<file path="src/ttsl_pkg.sv">
// Contract
// - Reset leaves comparator mode, active-low alarm and one-fault tolerance: all config bits zero.
// - Reset loads upper trip point with 80 degC and lower with 75 degC.
// - Reset sets the register pointer to zero, selecting temperature.
// - Device is slave only and never drives the clock line.
// - Each frame is eight data clocks plus one acknowledge clock.
// - Address byte matches prefix 1001 plus three pins; bit 0 is direction.
// - Data changes only while clock is low; changes while high are conditions.
// - Falling data while clock is high is a START.
// - Rising data while clock is high is a STOP.
// - No limit on the number of bytes between START and STOP.
// - Acknowledger holds data low through the whole ninth clock high phase.
// - Device acknowledges address, pointer and every written data byte.
// - Master NACK ends a read; device releases data for the STOP.
// - First byte after acknowledged write address loads the register pointer.
// - Reads use the held pointer or a fresh pointer write; pointer persists.
// - Temperature and trip point reads return two bytes, high byte first.
// - Configuration read returns a single byte.
// - In a write, bytes after the pointer go into the selected register; bytes written with the temperature pointer are discarded.
// - Pointer value 3 selects the 16-bit read/write upper trip point.
// - Config byte: bit0 power down, bit1 mode, bit2 polarity, bits4:3 faults, 7:5 zero.
// - A new temperature result is held off while a read is in progress.
package ttsl_pkg;
  localparam logic [3:0] ADDR_PREFIX = 4'h9;
  localparam logic [1:0] PTR_TEMP = 2'h0;
  localparam logic [1:0] PTR_CONF = 2'h1;
  localparam logic [1:0] PTR_LOWER = 2'h2;
  localparam logic [1:0] PTR_UPPER = 2'h3;
  localparam logic [1:0] PTR_RESET = 2'h0;
  localparam logic [4:0] CONF_RESET = 5'h00;
  localparam logic [15:0] UPPER_RESET = 16'h5000;
  localparam logic [15:0] LOWER_RESET = 16'h4B00;
  localparam logic [15:0] TEMP_RESET = 16'h0000;
  localparam int CONF_PWRDN_BIT = 0;
  localparam int CONF_MODE_BIT = 1;
  localparam int CONF_POL_BIT = 2;
  localparam int CONF_FT_LO_BIT = 3;
  localparam int CONF_FT_HI_BIT = 4;
  localparam logic [3:0] BITS_PER_BYTE = 4'h8;
  typedef enum logic [2:0] {
    S_IDLE,
    S_ADDR,
    S_ADDR_ACK,
    S_RX,
    S_RX_ACK,
    S_TX,
    S_TX_ACK
  } ttsl_state_e;
endpackage

</file>
<file path="src/ttsl_cond_if.sv">
`timescale 1ns/10ps
interface ttsl_cond_if;
  logic scl_level;
  logic sda_level;
  logic scl_rise;
  logic scl_fall;
  logic start_seen;
  logic stop_seen;
  modport source (output scl_level, sda_level, scl_rise, scl_fall, start_seen, stop_seen);
  modport sink (input scl_level, sda_level, scl_rise, scl_fall, start_seen, stop_seen);
endinterface

</file>
<file path="src/ttsl_bus_cond.sv">
`timescale 1ns/10ps
module ttsl_bus_cond (
  input wire logic sys_clk_i, // System clock.
  input wire logic sys_rst_i, // Synchronous reset, active high.
  input wire logic scl_i, // Bus clock line from the pin.
  input wire logic sda_i, // Bus data line from the pin.
  ttsl_cond_if.source cond // Decoded bus events.
);
  logic scl_m;
  logic scl_s;
  logic scl_p;
  logic sda_m;
  logic sda_s;
  logic sda_p;

  // Two-stage synchronisers; the third stage only feeds edge detection.
  always_ff @(posedge sys_clk_i) begin
    if (sys_rst_i) begin
      scl_m <= 1'b1;
      scl_s <= 1'b1;
      scl_p <= 1'b1;
      sda_m <= 1'b1;
      sda_s <= 1'b1;
      sda_p <= 1'b1;
    end else begin
      scl_m <= scl_i;
      scl_s <= scl_m;
      scl_p <= scl_s;
      sda_m <= sda_i;
      sda_s <= sda_m;
      sda_p <= sda_s;
    end
  end

  assign cond.scl_level = scl_s;
  assign cond.sda_level = sda_s;
  assign cond.scl_rise = scl_s & ~scl_p;
  assign cond.scl_fall = ~scl_s & scl_p;
  assign cond.start_seen = scl_s & scl_p & sda_p & ~sda_s;
  assign cond.stop_seen = scl_s & scl_p & ~sda_p & sda_s;
endmodule

</file>
<file path="src/ttsl_top.sv">
`timescale 1ns/10ps
module ttsl_top
  import ttsl_pkg::*;
(
  input wire logic sys_clk_i, // System clock, 250 MHz.
  input wire logic sys_rst_i, // Synchronous reset, active high.
  input wire logic scl_i, // Bus clock pin, driven by the master only.
  input wire logic sda_i, // Bus data pin level.
  output logic sda_o, // Data pin output value, always low.
  output logic sda_oe_n_o, // Data pin enable, low while pulling low.
  input wire logic addr_select_pin_hi_i, // Address select pin, address bit 3.
  input wire logic addr_select_pin_mid_i, // Address select pin, address bit 2.
  input wire logic addr_select_pin_lo_i, // Address select pin, address bit 1.
  input wire logic [15:0] temp_value_i, // New conversion result.
  input wire logic temp_valid_i, // Pulse: conversion result ready.
  output logic power_down_ctrl_o, // Config power down control.
  output logic thermostat_mode_o, // Config mode, 0 comparator, 1 interrupt.
  output logic alarm_polarity_o, // Config alarm polarity.
  output logic fault_count_select_hi_o, // Config fault tolerance high bit.
  output logic fault_count_select_lo_o, // Config fault tolerance low bit.
  output logic [15:0] upper_trip_point_o, // Upper trip point register.
  output logic [15:0] lower_trip_point_o, // Lower trip point register.
  output logic [15:0] temp_reg_o, // Temperature register as seen by reads.
  output logic busy_o // A transfer is in progress: high from START until STOP, a read NACK or a foreign address.
);
  ttsl_cond_if cond ();

  ttsl_bus_cond u_cond (
    .sys_clk_i (sys_clk_i),
    .sys_rst_i (sys_rst_i),
    .scl_i (scl_i),
    .sda_i (sda_i),
    .cond (cond.source)
  );

  ttsl_state_e state;
  logic [3:0] bit_cnt;
  logic [7:0] shift;
  logic rw;
  logic first_rx;
  logic byte_sel;
  logic [1:0] ptr;
  logic [4:0] conf;
  logic [15:0] upper;
  logic [15:0] lower;
  logic [15:0] temp_reg;
  logic [15:0] temp_pend;
  logic pend_valid;
  logic sda_oe_n;
  logic [2:0] pins_m;
  logic [2:0] pins_s;

  wire byte_done = (bit_cnt == BITS_PER_BYTE);
  wire [7:0] next_shift = {shift[6:0], cond.sda_level};
  wire addr_match = (shift[7:4] == ADDR_PREFIX) && (shift[3:1] == pins_s);
  wire is_word = (ptr != PTR_CONF);
  wire [15:0] word_sel = (ptr == PTR_TEMP) ? temp_reg :
                         (ptr == PTR_LOWER) ? lower : upper;
  wire [7:0] word_byte = byte_sel ? word_sel[7:0] : word_sel[15:8];
  wire [7:0] tx_byte = is_word ? word_byte : {3'h0, conf};
  wire rx_commit = (state == S_RX) && cond.scl_fall && byte_done;
  // The read is in progress from its acknowledged address on, so both bytes come from one result.
  wire reading = (state == S_TX) || (state == S_TX_ACK) || (state == S_ADDR_ACK && rw);

  // Address pins are straps from outside this clock domain.
  always_ff @(posedge sys_clk_i) begin
    if (sys_rst_i) begin
      pins_m <= 3'h0;
      pins_s <= 3'h0;
    end else begin
      pins_m <= {addr_select_pin_hi_i, addr_select_pin_mid_i, addr_select_pin_lo_i};
      pins_s <= pins_m;
    end
  end

  // Protocol engine: samples on clock rise, changes data on clock fall.
  always_ff @(posedge sys_clk_i) begin
    if (sys_rst_i) begin
      state <= S_IDLE;
      bit_cnt <= 4'h0;
      shift <= 8'h00;
      rw <= 1'b0;
      first_rx <= 1'b0;
      byte_sel <= 1'b0;
      sda_oe_n <= 1'b1;
    end else if (cond.start_seen) begin
      state <= S_ADDR;
      bit_cnt <= 4'h0;
      sda_oe_n <= 1'b1;
    end else if (cond.stop_seen) begin
      state <= S_IDLE;
      sda_oe_n <= 1'b1;
    end else begin
      unique case (state)
        S_IDLE: begin
          sda_oe_n <= 1'b1;
        end
        S_ADDR: begin
          if (cond.scl_rise) begin
            shift <= next_shift;
            bit_cnt <= bit_cnt + 4'h1;
          end else if (cond.scl_fall && byte_done) begin
            if (addr_match) begin
              sda_oe_n <= 1'b0;
              state <= S_ADDR_ACK;
              rw <= shift[0];
              byte_sel <= 1'b0;
              first_rx <= 1'b1;
              bit_cnt <= 4'h0;
            end else begin
              state <= S_IDLE;
            end
          end
        end
        S_ADDR_ACK: begin
          if (cond.scl_fall) begin
            bit_cnt <= 4'h0;
            if (rw) begin
              state <= S_TX;
              shift <= tx_byte;
              sda_oe_n <= tx_byte[7];
            end else begin
              state <= S_RX;
              sda_oe_n <= 1'b1;
            end
          end
        end
        S_RX: begin
          if (cond.scl_rise) begin
            shift <= next_shift;
            bit_cnt <= bit_cnt + 4'h1;
          end else if (rx_commit) begin
            sda_oe_n <= 1'b0;
            state <= S_RX_ACK;
            bit_cnt <= 4'h0;
            first_rx <= 1'b0;
            if (!first_rx) begin
              byte_sel <= ~byte_sel;
            end
          end
        end
        S_RX_ACK: begin
          if (cond.scl_fall) begin
            sda_oe_n <= 1'b1;
            state <= S_RX;
          end
        end
        S_TX: begin
          if (cond.scl_rise) begin
            bit_cnt <= bit_cnt + 4'h1;
          end else if (cond.scl_fall) begin
            if (byte_done) begin
              sda_oe_n <= 1'b1;
              state <= S_TX_ACK;
              byte_sel <= is_word ? ~byte_sel : 1'b0;
            end else begin
              sda_oe_n <= shift[6];
              shift <= {shift[6:0], 1'b1};
            end
          end
        end
        S_TX_ACK: begin
          if (cond.scl_rise && cond.sda_level) begin
            state <= S_IDLE;
          end else if (cond.scl_fall) begin
            state <= S_TX;
            shift <= tx_byte;
            sda_oe_n <= tx_byte[7];
            bit_cnt <= 4'h0;
          end
        end
        default: begin
          state <= S_IDLE;
        end
      endcase
    end
  end

  // Register writes from the bus; the first byte of a write is the pointer.
  always_ff @(posedge sys_clk_i) begin
    if (sys_rst_i) begin
      ptr <= PTR_RESET;
      conf <= CONF_RESET;
      upper <= UPPER_RESET;
      lower <= LOWER_RESET;
    end else if (rx_commit) begin
      if (first_rx) begin
        ptr <= shift[1:0];
      end else begin
        unique case (ptr)
          PTR_CONF: conf <= shift[4:0];
          PTR_LOWER: begin
            if (byte_sel) lower[7:0] <= shift;
            else lower[15:8] <= shift;
          end
          PTR_UPPER: begin
            if (byte_sel) upper[7:0] <= shift;
            else upper[15:8] <= shift;
          end
          PTR_TEMP: begin
          end
        endcase
      end
    end
  end

  // A result that lands during a read waits until the read is over.
  always_ff @(posedge sys_clk_i) begin
    if (sys_rst_i) begin
      temp_reg <= TEMP_RESET;
      temp_pend <= TEMP_RESET;
      pend_valid <= 1'b0;
    end else if (temp_valid_i && reading) begin
      temp_pend <= temp_value_i;
      pend_valid <= 1'b1;
    end else if (temp_valid_i) begin
      temp_reg <= temp_value_i;
      pend_valid <= 1'b0;
    end else if (pend_valid && !reading) begin
      temp_reg <= temp_pend;
      pend_valid <= 1'b0;
    end
  end

  always_ff @(posedge sys_clk_i) begin
    if (sys_rst_i) begin
      sda_o <= 1'b0;
      sda_oe_n_o <= 1'b1;
      busy_o <= 1'b0;
      power_down_ctrl_o <= CONF_RESET[CONF_PWRDN_BIT];
      thermostat_mode_o <= CONF_RESET[CONF_MODE_BIT];
      alarm_polarity_o <= CONF_RESET[CONF_POL_BIT];
      fault_count_select_hi_o <= CONF_RESET[CONF_FT_HI_BIT];
      fault_count_select_lo_o <= CONF_RESET[CONF_FT_LO_BIT];
      upper_trip_point_o <= UPPER_RESET;
      lower_trip_point_o <= LOWER_RESET;
      temp_reg_o <= TEMP_RESET;
    end else begin
      sda_o <= 1'b0;
      sda_oe_n_o <= sda_oe_n;
      busy_o <= (state != S_IDLE);
      power_down_ctrl_o <= conf[CONF_PWRDN_BIT];
      thermostat_mode_o <= conf[CONF_MODE_BIT];
      alarm_polarity_o <= conf[CONF_POL_BIT];
      fault_count_select_hi_o <= conf[CONF_FT_HI_BIT];
      fault_count_select_lo_o <= conf[CONF_FT_LO_BIT];
      upper_trip_point_o <= upper;
      lower_trip_point_o <= lower;
      temp_reg_o <= temp_reg;
    end
  end
endmodule

</file>
<file path="config.mk">
export PLATFORM = sky130hd
export DESIGN_NAME = ttsl_top
export DESIGN_NICKNAME = d
export VERILOG_FILES = /design/src/ttsl_pkg.sv /design/src/ttsl_cond_if.sv /design/src/ttsl_bus_cond.sv /design/src/ttsl_top.sv
export SDC_FILE = /design/constraint.sdc
export NUM_CORES = 1
export LEC_CHECK = 0
export ABC_AREA = 1
export BUFFER_PORTS_ARGS = -buffer_cell sky130_fd_sc_hd__buf_2
export CAP_MARGIN = 15
export CELL_PAD_IN_SITES_DETAIL_PLACEMENT = 0
export CELL_PAD_IN_SITES_GLOBAL_PLACEMENT = 1
export CORE_MARGIN = 10
export CORE_UTILIZATION = 39
export CTS_BUF_LIST = sky130_fd_sc_hd__clkbuf_8
export DETAILED_ROUTE_END_ITERATION = 6
export GPL_TIMING_DRIVEN = 0
export PLACE_DENSITY_LB_ADDON = 0.1
export SYNTH_ARGS = -nofsm -noshare
export SYNTH_HDL_FRONTEND = slang
export SYNTH_SLANG_ARGS = --single-unit
</file>
<file path="constraint.sdc">
create_clock -name sys_clk_i -period 1.58 [get_ports sys_clk_i]
set_input_delay 0.158 -clock sys_clk_i [delete_from_list [all_inputs] [get_ports sys_clk_i]]
set_output_delay 0.158 -clock sys_clk_i [all_outputs]
set_load 0.01 [all_outputs]
</file>
==> results of run 1 <==
[logic make-up (layout without fill, tap and decap cells)]
logic type | count (synthesis) | after routing | synth area share (%)
xor gates and xnor gates | 1 | 1 | 0.135
DFF | 158 | 158 | 48.8
AOI/OAI and AO/OA | 193 | 193 | 15.5
buffers and inverters | 137 | 335 | 8.86
and+or+nand+nor | 380 | 381 | 26.3
adders and majority gates | 2 | 2 | 0.386
other | 1 | 1 | 0.0578
[cell type report]
type | instances | share of cell area [%]
multi-input combinational | 578 | 35.9
tap | 220 | 3.03
buffer | 36 | 2.77
sequential | 158 | 35.2
clock inverter | 13 | 2.06
inverter | 100 | 4.47
clock buffer | 19 | 2.88
timing repair buffer | 167 | 13.6
[worst register-to-register path, delay by kind of cell (launching register included)]
family,cells,cell delay [ns]
buffers and inverters,3,0.45
DFF,1,0.42
and+or+nand+nor,5,0.62
AOI/OAI and AO/OA,1,0.07
[cell usage in the layout (no fill, tap or decap), types with 3 or more instances in the layout]
master         instances
a21oi_1               76
a21oi_2               10
buf_12                 4
buf_2                 81
buf_4                 54
buf_6                 18
buf_8                  4
bufinv_16              4
clkbuf_1              16
clkbuf_8              19
clkinvlp_4             4
dfxtp_1              145
dfxtp_2                7
dfxtp_4                6
dlygate4sd3_1         21
inv_1                 84
inv_2                  7
inv_4                  4
inv_6                  3
nand2_1              149
nand2_2               15
nand2_4                3
nand3_1               31
nand3_2                9
nand3_4                5
nor2_1               113
nor2_2                11
nor2_4                16
nor3_1                 6
o211ai_1               6
o21ai_0               33
o21ai_1               20
o21ai_2               40
o21ai_4                4
or2_2                 10
[repair_timing]
| item | 4_1_cts | 5_1_grt |
|---|---|---|
| cloned | 6 | 3 |
| resized for setup | 106 | 127 |
| setup buffers | 34 | 29 |
| endpoints found under the hold margin | 21 | 0 |
| hold buffers | 21 | 0 |
| pin swaps | 19 | 31 |
| endpoints found under the setup margin | 89 | 89 |
[where the power goes]
part           switching (mW)  total, mW  internal [mW]
Sequential              0.264       4.50           4.24
Clock                    1.61       3.43           1.82
Combinational            2.10       3.56           1.46
[worst paths after layout]
path,depth (start not counted),slack [ns],start,endpoint
setup / recovery,9,-0.12,state[1],upper[12]
hold / removal,5,0.21,temp_valid_i,temp_reg[2]
setup reg to reg,9,-0.12,state[1],upper[12]
hold reg to reg,2,0.41,pins_m[1],pins_s[1]
[through the flow]
stage / util, % / setup WS [ns] / setup TNS (ns) / total power [mW] / hold slack [ns]
finish: 55.1 / -0.120 / -2.57 / 11.5 / 0.211
CTS: 51.3 / -0.105 / -1.73 / 11.0 / 0.204
global placement: 43.6 / -0.638 / -33.15 / 6.95 / 0.345
detailed placement: 43.6 / -0.689 / -33.74 / 6.93 / 0.345
global route: 55.1 / -0.203 / -8.53 / 12.1 / 0.234
floorplan: - / 0.000743 / 0 / 6.23 / 0.262
[routing by layer]
layer / routed length, um / global-route usage [%] / up-vias
li1: - / - / 3167
met1: 9900 / 24.5 / 2881
met2: 9440 / 29.1 / 178
met3: 1300 / 5.37 / 26
met4: 281 / 5.20 / 0
met5: 0 / 0 / -
==> qor.txt, run 1 <==
Cell mode on critical path -> nand2_2
Post-synth top cells -> 165 x nand2_1, 158 x dfxtp_1, 130 x nor2_1
Pre-Repair DR Iteration Count -> 5
Initial cell density of the core -> 39.4%
Clock root buffer master -> clkbuf_8
Placed Cells -> 1168
Area post-placement -> 7170 um^2
Asr flop ratio synth -> 0%
Area contributors post-synth -> dfxtp_1 49%, nand2_1 9.6%, nor2_1 7.5%
Syn Nets -> 898
Clock slew at reported path FFs -> 0.09 ns
Num CTS Buffers -> 17
Area Overhead vs Synth -> 39.9%
Vias in the first global route -> 5959
Static Leak -> 3.92 nW
Critical path type -> reg -> reg
Drt via density -> 4.84
Die Ht -> 149 um
Die area -> 22200 um^2
Detail Placement HPWL -> 14500 um
Final setup vio count -> 61
Slowest stage delay, CP -> 0.42 ns
Status -> finished, violations left
Rows -> 47
CP max stage cell -> dfxtp_4
Max-capacitance violation count -> 0
Synthesized area per cell -> 7.44 um^2
Fmax -> 588 MHz
Total wire length -> 20900 um
Number of diodes -> 0
# fillers -> 1590
Slew HR -> 48.6%
Area of the mapped netlist -> 6480 um^2
Final cell count without fillers -> 1291
Post-route clock period utilization -> 108%
Routed wire per std cell -> 16.2 um
RSZ-0062 raised after global routing -> yes
Global-route wire length before repair -> 32500 um
TritonCTS clock tree -> yes
Critical path, cell by cell -> buf_4 -> nand3_2 -> inv_4 -> nand2_2 -> nor2_4 -> nand3b_4 -> buf_8 -> nand2_2 -> o211ai_2
Largest fanout on the critical path -> 8
Fin. Hold Viols -> 0
Crit path DAT -> 2.04 ns
Drt drc -> 0
Min Tclk post-route -> 1.70 ns
Vias post-DR -> 6252
EDFF count, synth -> 0
Count leader, synth -> nand2_1
Initial antenna violation count -> 0
Tightest Hold Check Type -> in -> reg
Sequential-to-total area share from yosys stat -> 48.8%
Layout Skew -> 0.0185 ns
Worst Path Required -> 1.92 ns
Antenna-violating nets left -> 0
CP bufs+invs -> 3
Leading area contributor after synthesis -> dfxtp_1
CTS HTree Levels -> 4
Worst setup EP type -> register
Die Wd -> 149 um
Initial DRC Count -> 486
Startpoint types -> register
Cell area after layout -> 9070 um^2
Largest net degree at the start of global routing -> 17
GPL Wtd Cong -> 0.942
Failing checks -> setup timing
Post-synth cell types -> 41
Actual slew at the worst max-slew pin -> 0.771 ns
Most used DFF post-synth -> dfxtp_1
Warnings from Yosys -> 0
Area of the multi-input gates -> 3260 um^2
Share of cells above drive strength 1 -> 33.5%
IO buf count -> 76
Top Ports -> 80
Clock tree buffer depth -> 2
Worst Slack Setup Final -> -0.120 ns
GRT Total Usage -> 18.6%
Nets -> 1084
TritonCTS Sinks -> 158
Storage cell area -> 3190 um^2
Pwr/cell area -> 1270 nW/um^2
Delay-heaviest family, CP -> simple AND/OR/NAND/NOR gates
Synth top area share -> 48.8%
Core ar. -> 16500 um^2
Grt ovf -> 0
Worst vdd ir -> 0.000707 V
Clock latency on the worst-skew pair -> 0.48 ns
Max Slew Vio Count -> 0
Cells after synthesis -> 872
FF+latch count, synth -> 158
(Power assumes the default switching activity.)
==> run 2, diff against run 1 <==
--- a/config.mk
+++ b/config.mk
@@ -15,7 +15,7 @@
 export CTS_BUF_LIST = sky130_fd_sc_hd__clkbuf_8
 export DETAILED_ROUTE_END_ITERATION = 6
 export GPL_TIMING_DRIVEN = 0
-export PLACE_DENSITY_LB_ADDON = 0.1
+export PLACE_DENSITY = 0.83
 export SYNTH_ARGS = -nofsm -noshare
 export SYNTH_HDL_FRONTEND = slang
 export SYNTH_SLANG_ARGS = --single-unit
==> qor.txt, run 2 (synthesized netlist as in run 1, its figures left out) <==
Status -> finished, violations left
Failing checks -> setup timing
Global-route wire length before repair -> 29900 um
Max-capacitance violation count -> 0
GRT Total Usage -> 16.9%
Setup TNS -> -0.953 ns
Pre-Repair DR Iteration Count -> 5
Clock root buffer master -> clkbuf_8
Nets -> 1080
Worst Slack Setup Final -> -0.0902 ns
Routed wire per std cell -> 15.2 um
Slew HR -> 47.2%
CTS HTree Levels -> 4
Share of cells above drive strength 1 -> 32.5%
Clock latency on the worst-skew pair -> 0.46 ns
Pwr/cell area -> 1230 nW/um^2
Rows -> 47
Initial DRC Count -> 378
Area Overhead vs Synth -> 38.6%
Startpoint types -> register
RSZ-0062 raised after global routing -> yes
Post-route clock period utilization -> 106%
Number of diodes -> 0
Critical path type -> reg -> reg
Static Leak -> 3.92 nW
Largest fanout on the critical path -> 7
Switch Pwr -> 3.61 mW
Drt drc -> 0
Slowest stage delay, CP -> 0.33 ns
Crit path DAT -> 2.00 ns
Final setup vio count -> 33
Total wire length -> 19500 um
Vias post-DR -> 6249
Cell Int Power -> 7.40 mW
Clock tree buffer depth -> 2
Clock slew at reported path FFs -> 0.08 ns
Tightest Hold Check Type -> in -> reg
Core ar. -> 16500 um^2
Vias in the first global route -> 5693
GPL Wtd Cong -> 0.921
Antenna-violating nets left -> 0
Die Wd -> 149 um
IO buf count -> 76
TritonCTS clock tree -> yes
Die area -> 22200 um^2
CP max stage cell -> dfxtp_2
Grt ovf -> 0
Detail Placement HPWL -> 13600 um
WHS -> 0.224 ns
Largest net degree at the start of global routing -> 17
Critical path, cell by cell -> inv_2 -> ha_4 -> nand3_4 -> nor2_4 -> nand2_2 -> nor2_4 -> nand3b_4 -> buf_8 -> nand2_2 -> o211ai_2
Net Sw Frac -> 32.8%
Actual slew at the worst max-slew pin -> 0.792 ns
Worst vdd ir -> 0.00102 V
Leading cell types in the layout, fill and taps excluded -> 150 x nand2_1, 144 x dfxtp_1, 115 x nor2_1, 86 x inv_1, 80 x buf_2
Most common cell after layout, fill and taps aside -> nand2_1
Max Slew Vio Count -> 0
TritonCTS Sinks -> 158
Drt via density -> 4.86
Top Ports -> 80
Initial antenna violation count -> 0
Clock Power Share -> 30.3%
Fin. Hold Viols -> 0
Initial cell density of the core -> 39.4%
Layout Skew -> 0.00602 ns
Fmax -> 599 MHz
R2r setup slk -> -0.09 ns
Die Ht -> 149 um
Combinational power share -> 29.3%
Delay-heaviest family, CP -> simple AND/OR/NAND/NOR gates
Min Tclk post-route -> 1.67 ns
Worst setup EP type -> register
Num CTS Buffers -> 17
Sequential Power Share -> 40.4%
Worst Path Required -> 1.91 ns
CP bufs+invs -> 2
-- run 2: power groups by stage --
| stage | logic [mW] | registers (mW) | clock network [mW] |
|---|---|---|---|
| 3_3_place_gp | 2.39 | 4.50 | 0 |
| 4_1_cts | 2.83 | 4.43 | 3.40 |
| 3_5_place_dp | 2.38 | 4.50 | 0 |
| 5_1_grt | 3.52 | 4.48 | 3.56 |
| 6_report | 3.23 | 4.45 | 3.34 |
| 2_1_floorplan | 1.77 | 4.46 | 0 |
-- run 2: tightest hold or removal path: cells and delay by family --
family | cells | cell delay (ns)
buffers and inverters | 1 | 0.17
AO/OA/AOI/OAI | 2 | 0.16
AND/OR/NAND/NOR | 2 | 0.15
-- run 2: worst paths after layout --
check,end,start,cells past startpoint
min,temp_reg[0],temp_valid_i,5
max,upper[12],bit_cnt[1],10
min reg2reg,pins_s[2],pins_m[2],2
max reg2reg,upper[12],bit_cnt[1],10
-- run 2: routing by layer --
metal | share of wire, % | track usage (%)
met5 | 0 | 0
met4 | 1.9 | 5.25
met3 | 7.0 | 5.04
met2 | 46 | 26.6
met1 | 45 | 21.9
-- run 2: area by class of cell --
type,count,area (um^2)
Multi-Input combinational cell,578,3220
Inverter,100,410
Sequential cell,158,3200
Clock inverter,11,175
Timing Repair Buffer,162,1190
Tap cell,220,275
Clock buffer,19,262
Buffer,37,262
Fill cell,1585,7470
-- run 2: what timing repair did --
item	in CTS	in global routing
setup endpoints to repair	86	84
cloned	6	3
endpoints found under the hold margin	21	0
setup buffers	30	27
pin swaps	13	25
gates resized for setup	93	144
hold buffers	21	0
-- run 2: metrics by stage --
stage	utilization [%]	power [mW]	std cells	setup WS [ns]	cell area [um^2]
final	54.6	11.0	1285	-0.0902	8990
after global routing	54.6	11.6	1285	-0.232	8990
after CTS	50.6	10.6	1255	-0.0786	8330
after detailed placement	43.6	6.88	1168	-0.504	7170
after global placement	43.6	6.88	1168	-0.498	7170
after floorplan	-	6.23	872	0.000743	6520
==> run 3, diff against run 2 <==
--- a/config.mk
+++ b/config.mk
@@ -11,7 +11,7 @@
 export CELL_PAD_IN_SITES_DETAIL_PLACEMENT = 0
 export CELL_PAD_IN_SITES_GLOBAL_PLACEMENT = 1
 export CORE_MARGIN = 10
-export CORE_UTILIZATION = 39
+export CORE_UTILIZATION = 41
 export CTS_BUF_LIST = sky130_fd_sc_hd__clkbuf_8
 export DETAILED_ROUTE_END_ITERATION = 6
 export GPL_TIMING_DRIVEN = 0
==> constraint.sdc (replaced) <==
create_clock -name sys_clk_i -period 1.9 [get_ports sys_clk_i]
set_input_delay 0.19 -clock sys_clk_i [delete_from_list [all_inputs] [get_ports sys_clk_i]]
set_output_delay 0.19 -clock sys_clk_i [all_outputs]
set_load 0.01 [all_outputs]
==> qor.txt, run 3 (synthesized netlist as in run 1, its figures left out) <==
GRT Total Usage -> 16.8%
Worst Path Required -> 2.24 ns
Final setup vio count -> 0
TritonCTS clock tree -> yes
CP Launch Point -> shift[1]
Total wire length -> 18000 um
# fillers -> 1527
Switch Pwr -> 2.79 mW
Layout Skew -> 0.0163 ns
GPL Wtd Cong -> 0.887
Detail Placement HPWL -> 13200 um
Max Slew Vio Count -> 0
Global-route wire length before repair -> 29000 um
Rows -> 45
Initial antenna violation count -> 0
Static Leak -> 3.54 nW
Antenna-violating nets left -> 0
Overall power -> 8.52 mW
Area Overhead vs Synth -> 24.1%
Drt via density -> 4.78
Cell Int Power -> 5.73 mW
Clock tree buffer depth -> 2
Placed Cells -> 1159
Number of diodes -> 0
Critical path type -> reg -> reg
RSZ-0062 raised after global routing -> yes
Tightest Hold Check Type -> in -> reg
Die Wd -> 146 um
Drt drc -> 0
Status -> complete, no violations
Sequential Power Share -> 43.1%
Combinational power share -> 24.8%
Die Ht -> 146 um
Worst vdd ir -> 0.000961 V
Fin. Hold Viols -> 0
Clock Power Share -> 32.2%
Largest net degree at the start of global routing -> 17
Die area -> 21200 um^2
Crit path DAT -> 2.15 ns
Leading cell types in the layout, fill and taps excluded -> 162 x nand2_1, 154 x dfxtp_1, 128 x nor2_1, 93 x inv_1, 85 x a21oi_1
Post-route clock period utilization -> 95.0%
Actual slew at the worst max-slew pin -> 0.535 ns
Most common cell after layout, fill and taps aside -> nand2_1
Top Ports -> 80
Slew HR -> 64.3%
Max-capacitance violation count -> 0
Grt ovf -> 0
IO buf count -> 76
Nets -> 1033
Area of the multi-input gates -> 2820 um^2
Pre-Repair DR Iteration Count -> 7
TritonCTS Sinks -> 158
Share of cells above drive strength 1 -> 19.3%
Initial DRC Count -> 392
Initial cell density of the core -> 42.2%
Pwr/cell area -> 1060 nW/um^2
Largest fanout on the critical path -> 6
Utilization after layout -> 52.3%
Startpoint types -> register
Worst setup EP type -> register
Final cell count without fillers -> 1230
Vias in the first global route -> 5611
Core ar. -> 15400 um^2
Clock latency on the worst-skew pair -> 0.46 ns
Storage cell area -> 3170 um^2
Worst Slack Setup Final -> 0.0948 ns
Vias post-DR -> 5874
Num CTS Buffers -> 17
Place WS -> -0.264 ns
Min Tclk post-route -> 1.81 ns
Clock slew at reported path FFs -> 0.08 ns
Clock root buffer master -> clkbuf_8
CTS HTree Levels -> 4
Routed wire per std cell -> 14.6 um
Net Sw Frac -> 32.7%
Reg2reg start -> shift[1]
Min-delay src -> temp_valid_i
Fmax -> 554 MHz
## run 3: cell types whose count changed in the layout (fill, tap and decap cells not counted), moves of 7 or more
| cell | change |
|---|---|
| o21ai_2 | -47 |
| o21ai_0 | +42 |
| buf_4 | -30 |
| buf_6 | -20 |
| nor2_1 | +13 |
| nand2_1 | +12 |
| nor2_4 | -11 |
| a21oi_1 | +10 |
| dfxtp_1 | +10 |
| a21oi_2 | -9 |
| nand2_2 | -8 |
| inv_1 | +7 |
## run 3: power by group through the flow
stage / Clock, mW / Combinational (mW) / Sequential (mW)
after floorplan: 0 / 1.46 / 3.71
after global placement: 0 / 1.96 / 3.73
after detailed placement: 0 / 1.95 / 3.74
after CTS: 2.79 / 2.03 / 3.66
after global routing: 2.94 / 2.35 / 3.70
final: 2.74 / 2.11 / 3.67
## run 3: stage by stage
stage          TNS [ns]  cell area (um^2)  hold slack, ns
6_report              0              8050           0.277
5_1_grt        -0.00470              8050           0.309
4_1_cts               0              7930           0.240
3_5_place_dp      -3.62              7130           0.381
3_3_place_gp      -4.35              7130           0.375
2_1_floorplan         0              6480           0.294
## run 3: layout make-up
class / instances / area share, %
timing repair buffer: 115 / 9.64
inverter: 100 / 4.76
clock inverter: 11 / 2.02
multi-input combinational: 578 / 35.0
clock buffer: 20 / 3.42
tap: 211 / 3.28
sequential: 158 / 39.4
buffer: 37 / 2.50
## run 3: worst paths after layout
kind                               endpoint  cells after the start  slack [ns]
worst max-delay path             bit_cnt[1]                     12        0.09
worst min-delay path            temp_reg[1]                      5        0.28
worst max register to register   bit_cnt[1]                     12        0.09
worst min register to register    pins_s[2]                      2        0.40
## run 3: timing repair
item | CTS | global route
endpoints found under the setup margin | 46 | 66
hold buffers | 21 | 0
setup buffers | 6 | 11
pin swaps | 5 | 6
resized for setup | 9 | 16
hold endpoints to repair | 21 | 0
gates cloned | 2 | 0
## run 3: layer usage
layer | global-route usage (%) | up-vias | share of wire [%]
li1 | - | 3052 | -
met1 | 21.8 | 2615 | 47
met2 | 26.3 | 185 | 44
met3 | 4.97 | 22 | 7.0
met4 | 5.21 | 0 | 1.8
met5 | 0 | - | 0
## run 3: worst max-delay path: stages (launching register included)
cell and delay, ns:
dfxtp_1 0.35, inv_1 0.30, nand2_1 0.11, nand2_1 0.09, nor2_1 0.04, nand2_1 0.19
nand2_1 0.14, nand2_1 0.13, nand2_2 0.10, nand2_2 0.10, nand2_1 0.06, nand2_1 0.05
nor2_1 0.03
